**config.mk**
```make
export PLATFORM = sky130hd
export DESIGN_NAME = nvcr_ctrl_target
export DESIGN_NICKNAME = d
export VERILOG_FILES = /design/src/nvcr_pkg.sv /design/src/nvcr_ctrl_target.sv
export SDC_FILE = /design/constraint.sdc
export NUM_CORES = 1
export LEC_CHECK = 0
export ABC_AREA = 1
export BUFFER_PORTS_ARGS = -buffer_cell sky130_fd_sc_hd__buf_2
export CAP_MARGIN = 20
export CORE_ASPECT_RATIO = 1.4
export CORE_MARGIN = 5
export CORE_UTILIZATION = 32
export CTS_BUF_LIST = sky130_fd_sc_hd__clkbuf_16
export CTS_CLUSTER_DIAMETER = 50
export DETAILED_ROUTE_END_ITERATION = 16
export PLACE_DENSITY = 0.51
export SLEW_MARGIN = 20
export SYNTH_ARGS = -nofsm -noshare
export SYNTH_HDL_FRONTEND = slang
export SYNTH_SLANG_ARGS = --single-unit
```
**constraint.sdc**
```tcl
create_clock -name ref_clk -period 3.7 [get_ports ref_clk]
set_clock_uncertainty 0.1 [all_clocks]
set_input_delay 0.185 -clock ref_clk [delete_from_list [all_inputs] [get_ports ref_clk]]
set_output_delay 0.185 -clock ref_clk [all_outputs]
set_load 0.02 [all_outputs]
```
**src/nvcr_pkg.sv**
```systemverilog
// Package of constants for the serial-memory control-register target
package nvcr_pkg;

    // ********************************************************************
    // Register map
    // ********************************************************************
    localparam logic [7:0] NVCR_OFS_MEM_CTRL = 8'h00;
    localparam logic [7:0] NVCR_OFS_SERIAL_FIRST = 8'h01;
    localparam logic [7:0] NVCR_OFS_SERIAL_LAST = 8'h08;
    localparam logic [7:0] NVCR_OFS_ID_FIRST = 8'h09;
    localparam logic [7:0] NVCR_OFS_ID_LAST = 8'h0C;
    localparam logic [7:0] NVCR_OFS_CMD = 8'hAA;
    localparam logic [7:0] NVCR_OFS_LAST_READABLE = NVCR_OFS_ID_LAST;
    localparam int NVCR_SERIAL_BYTES = 8;

    // ********************************************************************
    // Field layout
    // ********************************************************************
    localparam int NVCR_LOCK_BIT = 0;
    localparam int NVCR_ID_MAKER_POS = 21;
    localparam int NVCR_ID_PART_POS = 7;
    localparam int NVCR_ID_CAP_POS = 3;
    localparam int NVCR_ID_REV_POS = 0;
    localparam int NVCR_MAKER_BANK_POS = 8;

    // ********************************************************************
    // Reset values
    // ********************************************************************
    localparam logic [7:0] NVCR_RST_MEM_CTRL = 8'h00;
    localparam logic [7:0] NVCR_RST_SERIAL = 8'h00;
    localparam logic [7:0] NVCR_RST_PTR = 8'h00;

    // ********************************************************************
    // Bus framing
    // ********************************************************************
    localparam logic [3:0] NVCR_BIT_LAST_DATA = 4'h7;
    localparam logic [3:0] NVCR_BIT_ACK = 4'h8;
    localparam logic [3:0] NVCR_BIT_END = 4'h9;

    // Byte phases, one-hot
    typedef enum logic [5:0] {
        NVCR_ST_IDLE = 6'b00_0001,
        NVCR_ST_DEV = 6'b00_0010,
        NVCR_ST_ADDR = 6'b00_0100,
        NVCR_ST_WR = 6'b00_1000,
        NVCR_ST_RD = 6'b01_0000,
        NVCR_ST_SKIP = 6'b10_0000
    } nvcr_state_t;

endpackage
```
**src/nvcr_ctrl_target.sv**
```systemverilog
// Control-register target of a serial nonvolatile memory, I2C side
`timescale 1ns/1ps
`default_nettype none

// Notes on behaviour
// - Writes store from given address, then advance
// - Non-writable data byte: NACK, ignore rest
// - Command write keeps counter; reads restart zero
// - Unknown register address on write: NACK
// - Locked: only command and control writable
// - Refused write leaves last acknowledged address
// - Read-direction target address starts current read
// - Reads wrap to zero, skip command
// - Read from command location starts zero
// - Unknown address before random read: NACK
// - Eight plain serial bytes, no checksum
// - Serial bytes reset to zero
// - Serial image offered to store logic
// - Lock set: serial writes NACKed, unchanged
// - Lock and serial zero unless recalled
// - Serial reads return current values always
// - Read-only 32-bit identification code fields
// - Maker field: bank then number
// - Busy executing command: NACK target address
// - Any command byte acknowledged, rest outside
// - Byte takes effect only on bit eight
module nvcr_ctrl_target
    import nvcr_pkg::*;
#(
    parameter logic [6:0] TARGET_ADDR = 7'h50,
    // Identification values below are arbitrary
    parameter logic [2:0] MAKER_BANK = 3'h0,
    parameter logic [7:0] MAKER_NUM = 8'h5A,
    parameter logic [13:0] PART_CODE = 14'h0123,
    parameter logic [3:0] CAPACITY_CODE = 4'h2,
    parameter logic [2:0] DIE_REV = 3'h0
) (
    // Clock and reset
    input wire logic ref_clk,
    input wire logic rst_n,
    // I2C pins
    input wire logic scl_i,
    input wire logic sda_i,
    output logic sda_o,
    output logic sda_oe,
    // Command execution
    output logic [7:0] cmd_byte,
    output logic cmd_valid,
    input wire logic cmd_busy,
    // Nonvolatile image
    input wire logic recall_valid,
    input wire logic [7:0] recall_mem_ctrl,
    input wire logic [63:0] recall_serial,
    output logic [7:0] mem_ctrl_image,
    output logic [63:0] serial_image,
    output logic serial_lock_bit
);

    // ********************************************************************
    // Identification code
    // ********************************************************************
    localparam logic [10:0] MAKER_CODE_FIELD =
        {MAKER_BANK, MAKER_NUM};
    localparam logic [31:0] ID_CODE =
        (32'(MAKER_CODE_FIELD) << NVCR_ID_MAKER_POS) |
        (32'(PART_CODE) << NVCR_ID_PART_POS) |
        (32'(CAPACITY_CODE) << NVCR_ID_CAP_POS) |
        (32'(DIE_REV) << NVCR_ID_REV_POS);

    // Byte selection below serves exactly four identification bytes
    if (NVCR_OFS_ID_LAST - NVCR_OFS_ID_FIRST != 8'h03) begin : g_bad_id
        $error("Identification window must span four bytes");
    end

    // ********************************************************************
    // Storage
    // ********************************************************************
    logic [7:0] mem_ctrl_q;
    logic [7:0] serial_q [NVCR_SERIAL_BYTES];
    logic lock;

    assign lock = mem_ctrl_q[NVCR_LOCK_BIT];

    // ********************************************************************
    // Map decoding
    // ********************************************************************
    function automatic logic is_readable(input logic [7:0] a);
        is_readable = (a <= NVCR_OFS_LAST_READABLE);
    endfunction

    function automatic logic is_mapped(input logic [7:0] a);
        is_mapped = is_readable(a) || (a == NVCR_OFS_CMD);
    endfunction

    function automatic logic is_writable(input logic [7:0] a,
                                         input logic locked);
        logic serial;
        serial = (a >= NVCR_OFS_SERIAL_FIRST) &&
                 (a <= NVCR_OFS_SERIAL_LAST);
        is_writable = (a == NVCR_OFS_CMD) || (a == NVCR_OFS_MEM_CTRL) ||
                      (serial && !locked);
    endfunction

    // Address of the byte actually served for a read
    function automatic logic [7:0] rd_start(input logic [7:0] a);
        rd_start = is_readable(a) ? a : NVCR_OFS_MEM_CTRL;
    endfunction

    function automatic logic [7:0] rd_next(input logic [7:0] a);
        rd_next = (a == NVCR_OFS_LAST_READABLE) ? NVCR_OFS_MEM_CTRL
                                                : 8'(a + 8'h01);
    endfunction

    function automatic logic [7:0] rd_data(input logic [7:0] a);
        logic [2:0] sidx;
        logic [1:0] iidx;
        sidx = 3'(a - NVCR_OFS_SERIAL_FIRST);
        iidx = 2'(NVCR_OFS_ID_LAST - a);
        if (a == NVCR_OFS_MEM_CTRL) begin
            rd_data = mem_ctrl_q;
        end else if (a <= NVCR_OFS_SERIAL_LAST) begin
            rd_data = serial_q[sidx];
        end else begin
            rd_data = 8'(ID_CODE >> {iidx, 3'b000});
        end
    endfunction

    // ********************************************************************
    // Pin synchronisers
    // ********************************************************************
    logic [2:0] scl_sync_q;
    logic [2:0] sda_sync_q;
    logic scl_f_q;
    logic sda_f_q;

    always_ff @(posedge ref_clk or negedge rst_n) begin
        if (!rst_n) begin
            scl_sync_q <= 3'b111;
            sda_sync_q <= 3'b111;
        end else begin
            scl_sync_q <= {scl_sync_q[1:0], scl_i};
            sda_sync_q <= {sda_sync_q[1:0], sda_i};
        end
    end

    // Filtered level changes only when stages two and three agree
    always_ff @(posedge ref_clk or negedge rst_n) begin
        if (!rst_n) begin
            scl_f_q <= 1'b1;
            sda_f_q <= 1'b1;
        end else begin
            if (scl_sync_q[1] == scl_sync_q[2]) begin
                scl_f_q <= scl_sync_q[2];
            end
            if (sda_sync_q[1] == sda_sync_q[2]) begin
                sda_f_q <= sda_sync_q[2];
            end
        end
    end

    logic scl_new;
    logic sda_new;
    logic scl_rise;
    logic scl_fall;
    logic start_cond;
    logic stop_cond;

    assign scl_new = (scl_sync_q[1] == scl_sync_q[2]) ? scl_sync_q[2]
                                                      : scl_f_q;
    assign sda_new = (sda_sync_q[1] == sda_sync_q[2]) ? sda_sync_q[2]
                                                      : sda_f_q;
    assign scl_rise = scl_new && !scl_f_q;
    assign scl_fall = !scl_new && scl_f_q;
    assign start_cond = scl_f_q && scl_new && sda_f_q && !sda_new;
    assign stop_cond = scl_f_q && scl_new && !sda_f_q && sda_new;

    // ********************************************************************
    // Byte engine
    // ********************************************************************
    nvcr_state_t state_q;
    nvcr_state_t next_q;
    nvcr_state_t next_d;
    logic [3:0] bit_q;
    logic [7:0] shift_q;
    logic [7:0] ptr_q;
    logic [7:0] tx_q;
    logic ack_q;
    logic ack_d;
    logic drive_low_q;
    logic [7:0] rx_byte;
    logic byte_done;
    logic wr_en;
    logic [7:0] ptr_d;
    logic [7:0] rd_addr;
    logic [7:0] rd_val;

    assign rx_byte = {shift_q[6:0], sda_f_q};
    // Effects only when the eighth bit is sampled
    assign byte_done = scl_rise && (bit_q == NVCR_BIT_LAST_DATA);
    assign rd_addr = rd_start(ptr_q);

    // Process form so register contents read inside the function count
    always_comb begin
        rd_val = rd_data(rd_addr);
    end

    // Decision taken at the eighth data bit
    always_comb begin
        ack_d = 1'b0;
        next_d = NVCR_ST_SKIP;
        wr_en = 1'b0;
        ptr_d = ptr_q;
        case (state_q)
            NVCR_ST_DEV: begin
                if (rx_byte[7:1] == TARGET_ADDR && !cmd_busy) begin
                    ack_d = 1'b1;
                    next_d = rx_byte[0] ? NVCR_ST_RD : NVCR_ST_ADDR;
                end
            end
            NVCR_ST_ADDR: begin
                // Single address byte; unmapped leaves counter as is
                if (is_mapped(rx_byte)) begin
                    ack_d = 1'b1;
                    next_d = NVCR_ST_WR;
                    ptr_d = rx_byte;
                end
            end
            NVCR_ST_WR: begin
                if (is_writable(ptr_q, lock)) begin
                    ack_d = 1'b1;
                    next_d = NVCR_ST_WR;
                    wr_en = 1'b1;
                    if (ptr_q != NVCR_OFS_CMD) begin
                        ptr_d = 8'(ptr_q + 8'h01);
                    end
                end
                // Refused: NACK, counter holds, rest skipped
            end
            default: begin
                ack_d = 1'b0;
            end
        endcase
    end

    always_ff @(posedge ref_clk or negedge rst_n) begin
        if (!rst_n) begin
            state_q <= NVCR_ST_IDLE;
            next_q <= NVCR_ST_IDLE;
            bit_q <= 4'h0;
            shift_q <= 8'h00;
            ack_q <= 1'b0;
            ptr_q <= NVCR_RST_PTR;
            tx_q <= 8'h00;
            drive_low_q <= 1'b0;
        end else if (start_cond) begin
            state_q <= NVCR_ST_DEV;
            bit_q <= 4'h0;
            drive_low_q <= 1'b0;
        end else if (stop_cond) begin
            state_q <= NVCR_ST_IDLE;
            bit_q <= 4'h0;
            drive_low_q <= 1'b0;
        end else if (state_q != NVCR_ST_IDLE && state_q != NVCR_ST_SKIP) begin
            if (scl_rise) begin
                bit_q <= 4'(bit_q + 4'h1);
                shift_q <= rx_byte;
                if (byte_done && state_q != NVCR_ST_RD) begin
                    ack_q <= ack_d;
                    next_q <= next_d;
                    ptr_q <= ptr_d;
                end
                if (state_q == NVCR_ST_RD && bit_q == NVCR_BIT_ACK) begin
                    // Master ACK asks for another byte
                    next_q <= sda_f_q ? NVCR_ST_SKIP : NVCR_ST_RD;
                end
            end else if (scl_fall) begin
                if (bit_q == NVCR_BIT_END) begin
                    state_q <= next_q;
                    bit_q <= 4'h0;
                    drive_low_q <= 1'b0;
                    if (next_q == NVCR_ST_RD) begin
                        tx_q <= rd_val;
                        ptr_q <= rd_next(rd_addr);
                        drive_low_q <= !rd_val[7];
                    end
                end else if (bit_q == NVCR_BIT_ACK) begin
                    // Own ACK slot on receive, released on send
                    drive_low_q <= (state_q != NVCR_ST_RD) && ack_q;
                end else if (state_q == NVCR_ST_RD) begin
                    drive_low_q <= !tx_q[3'(4'h7 - bit_q)];
                end
            end
        end else begin
            drive_low_q <= 1'b0;
        end
    end

    assign sda_o = 1'b0;
    assign sda_oe = drive_low_q;

    // ********************************************************************
    // Register writes and command hand-off
    // ********************************************************************
    logic [2:0] wr_sidx;

    assign wr_sidx = 3'(ptr_q - NVCR_OFS_SERIAL_FIRST);

    always_ff @(posedge ref_clk or negedge rst_n) begin
        if (!rst_n) begin
            mem_ctrl_q <= NVCR_RST_MEM_CTRL;
            for (int i = 0; i < NVCR_SERIAL_BYTES; i++) begin
                serial_q[i] <= NVCR_RST_SERIAL;
            end
        end else if (byte_done && wr_en && state_q == NVCR_ST_WR &&
                     !start_cond && !stop_cond) begin
            if (ptr_q == NVCR_OFS_MEM_CTRL) begin
                mem_ctrl_q <= rx_byte;
            end else if (ptr_q != NVCR_OFS_CMD) begin
                serial_q[wr_sidx] <= rx_byte;
            end
        end else if (recall_valid) begin
            // Restores what a previous store captured
            mem_ctrl_q <= recall_mem_ctrl;
            for (int i = 0; i < NVCR_SERIAL_BYTES; i++) begin
                serial_q[i] <= recall_serial[8*i +: 8];
            end
        end
    end

    always_ff @(posedge ref_clk or negedge rst_n) begin
        if (!rst_n) begin
            cmd_byte <= 8'h00;
            cmd_valid <= 1'b0;
        end else begin
            cmd_valid <= 1'b0;
            if (byte_done && wr_en && state_q == NVCR_ST_WR &&
                ptr_q == NVCR_OFS_CMD && !start_cond && !stop_cond) begin
                // Decoding left to the executor; unknown ones are no-ops
                cmd_byte <= rx_byte;
                cmd_valid <= 1'b1;
            end
        end
    end

    // ********************************************************************
    // Image seen by store logic
    // ********************************************************************
    always_ff @(posedge ref_clk or negedge rst_n) begin
        if (!rst_n) begin
            mem_ctrl_image <= NVCR_RST_MEM_CTRL;
            serial_image <= 64'h0000_0000_0000_0000;
            serial_lock_bit <= 1'b0;
        end else begin
            mem_ctrl_image <= mem_ctrl_q;
            serial_lock_bit <= lock;
            for (int i = 0; i < NVCR_SERIAL_BYTES; i++) begin
                serial_image[8*i +: 8] <= serial_q[i];
            end
        end
    end

endmodule // nvcr_ctrl_target

`default_nettype wire

```
==> flow_metrics.tcl <==
set metrics [dict create \
    coreArea_um2 29100 \
    endpoint_kind "register" \
    worst_ep_arrival_time_ns 3.46 \
    port_buffers 160 \
    min_to "next_q[4]" \
    area_growth_pct 28.6 \
    grt_pass1_wl_mm 47.5 \
    pre_cts_ws_ns 0.488 \
    cts-root-buf "clkbuf_16" \
    syn_area_um2 9370 \
    synth_edf_count 0 \
    cts_made_buffers 23 \
    grt_start_max_net_pins 96 \
    yosys_register_bits 201 \
    drive_gt1_share_pct 18.7 \
    ioPinCount 162 \
    drc 0 \
    cts.reportedPaths.clkPinSlew_ns 0.06 \
    worstPathMaxFanout 9 \
    setup_slack_ns 0.534 \
    synthArstFlopShare_pct 100 \
    ys_types 45 \
    fin_setup_tns_ns 0 \
    hold_class "input pin to register" \
    dp_hpwl_mm 22.1 \
    total_power_mw 7.61 \
    p_leak_nw 6.19 \
    r2r_slack_ns 0.53 \
    fillers 2956 \
    ant_nets 0 \
    h-tree-depth 1 \
    cts_tree "yes" \
    drtPass1Iterations 5 \
    grt.total_usage_pct 18.3 \
    timing_hold_violations_final 0 \
    max_freq_mhz 316 \
    cts_buffer_depth 3 \
    ff2ff_path_depth 18 \
    syn_nets 1212 \
    fin_crit_ns 3.17 \
    required_ns 3.99 \
    dieWidth_um 155 \
    antenna_found_initial 0 \
    start_util_pct 32.2 \
    die_h_um 212 \
    insertion_delay_ns 0.51 \
    gp_congestion 0.844 \
    post-cts-setup-buffer-count 0 \
    avgRoutedWirePerCell_um 17.4 \
    r2r_start "ptr_q[1]" \
    dieArea_um2 32800 \
    synthFlopType "dfrtp_1" \
    p_per_area_nw_per_um2 632 \
    yosys_warnings 0 \
    maxSlewHeadroom_pct 42.9 \
    hold-path-cell-count 6 \
    num_vias 8311 \
    vdd_ir_drop_max_mv 0.306 \
    rsz0062_at_grt "false" \
    grt_pass1_vias 8555 \
    fin_nets 1451 \
    ctsResizeCount 0 \
    fin_crit_sh_pct 85.6 \
    diodes 0 \
    status "completed" \
    worstSetupStartpointType "register" \
    cap_violations 0 \
    hp-start "cmd_busy" \
    cts-hold-fix-buffers 75 \
    cts.sinks 201 \
    reg2reg_to "sda_oe" \
    initialDrtViolationCount 449 \
    path_class "register to register" \
    worst_slew_pin_slew_ns 0.856 \
    routed_wl_mm 30.5 \
    overflow 0 \
    ys_seq_area_share_pct 53.8 \
    setup_viol 0 \
    drv_slew 0 \
    rows 74 \
    viasPerCell 4.75 \
    synth.avg_cell_area_um2 8.38 \
    synthCells 1118 \
]
registers in the layout, indices dropped and copies added, names as in the netlist:
| register | count |
|---|---|
| mem_ctrl_image | 8 |
| ack_q | 1 |
| scl_f_q | 1 |
| cmd_byte | 8 |
| mem_ctrl_q | 8 |
| sda_oe | 1 |
| ptr_q | 8 |
| state_q | 6 |
| tx_q | 8 |
| shift_q | 7 |
| serial_q | 64 |
| serial_image | 64 |
| sda_f_q | 1 |
| cmd_valid | 1 |
| scl_sync_q | 3 |
| sda_sync_q | 3 |
| bit_q | 4 |
| next_q | 5 |
Yosys cell counts, types with 4 or more instances:
cell type	number	area, um2
nand2_1	366	1370
dfrtp_1	191	4780
o21ai_0	143	716
nor2_1	86	323
nand3_1	84	420
inv_1	76	285
buf_2	16	80.1
ha_1	16	200
a21oi_1	15	75.1
nand4_1	14	87.6
o211ai_1	11	82.6
dfstp_2	10	263
clkbuf_1	9	33.8
nand2_2	9	56.3
buf_6	7	78.8
xor2_1	6	52.6
nand3_2	5	50.1
o22ai_1	5	31.3
buf_4	4	30.0
inv_2	4	15.0
nor2_2	4	25.0
nor3_1	4	20.0
cells in the final DEF, fill, tap and decap left out, types with 4 or more instances in the layout:
cell type,count
a21oi_1,15
buf_2,159
buf_4,15
clkbuf_16,23
clkinv_1,4
dfrtp_1,191
dfstp_2,10
dlygate4sd3_1,75
ha_1,16
inv_1,77
inv_2,4
nand2_1,366
nand2_2,9
nand3_1,84
nand3_2,5
nand4_1,14
nor2_1,86
nor2_2,4
nor3_1,4
o211ai_1,11
o21ai_0,143
o22ai_1,5
xor2_1,6
kinds of logic (layout without fill, tap and decap cells):
logic type / count (synthesis) / in the layout / synth area share [%]
AND/OR/NAND/NOR: 584 / 584 / 26.6
flip-flops: 201 / 201 / 53.8
AO/OA/AOI/OAI: 188 / 188 / 10.9
buffers and inverters: 121 / 374 / 5.84
adder cells (fa/ha/maj): 16 / 16 / 2.14
XOR/XNOR: 7 / 7 / 0.654
other: 1 / 1 / 0.0400
through the flow:
step,instances,hold WS (ns),utilization [%],cell area [um2]
after detailed placement,1637,0.193,36.3,10600
after CTS,1751,0.0439,41.4,12000
after global routing,1751,0.0654,41.4,12000
final,1751,0.0554,41.4,12000
after global placement,1637,0.191,36.3,10600
after floorplan,1118,-0.211,-,9370
worst max-delay path: stages (launching register included):
cell and delay [ns]:
dfrtp_1 0.40, inv_1 0.17, ha_1 0.23, inv_1 0.10
nand3_1 0.11, nand2_1 0.08, nor2_1 0.17, inv_1 0.12
ha_1 0.24, o21ai_0 0.38, nand2_1 0.29, o21ai_0 0.22
inv_1 0.07, nand2_1 0.08, nand2_1 0.07, nand2_1 0.06
nand2_1 0.05, nand2_1 0.06, nand2_1 0.04
layout make-up:
class / count / area (um2) / area share (%)
sequential: 201 / 5040 / 41.9
clock buffer: 23 / 576 / 4.78
clock inverter: 16 / 161 / 1.34
inverter: 84 / 320 / 2.66
timing repair buffer: 251 / 1690 / 14.1
multi-input combinational: 796 / 3780 / 31.4
tap: 380 / 475 / 3.95
routing by layer:
| metal | vias up | routed length [um] | track usage, % |
|---|---|---|---|
| li1 | 4120 | - | - |
| met2 | 204 | 16100 | 34.4 |
| met3 | 50 | 1330 | 2.52 |
| met5 | - | 0 | 0 |
| met1 | 3937 | 12000 | 21.2 |
| met4 | 0 | 1080 | 6.40 |
how the worst max path moves through the flow:
| stage | from | end | slack (ns) |
|---|---|---|---|
| final | ptr_q[1] | sda_oe | 0.53 |
| after global placement | scl_f_q | serial_q[29] | 0.61 |
| after CTS | ptr_q[1] | sda_oe | 0.55 |
| after detailed placement | scl_f_q | serial_q[5] | 0.49 |
| after global routing | ptr_q[1] | sda_oe | 0.19 |
| after floorplan | ptr_q[0] | tx_q[0] | 0.63 |
where the power goes:
part | internal [mW] | leakage [nW] | switching (mW)
clock | 1.29 | 0.363 | 0.963
combinational | 0.862 | 3.35 | 1.86
sequential | 2.42 | 2.48 | 0.209
total | 4.58 | 6.19 | 3.03
No activity file was read; power rests on OpenSTA's default activity.
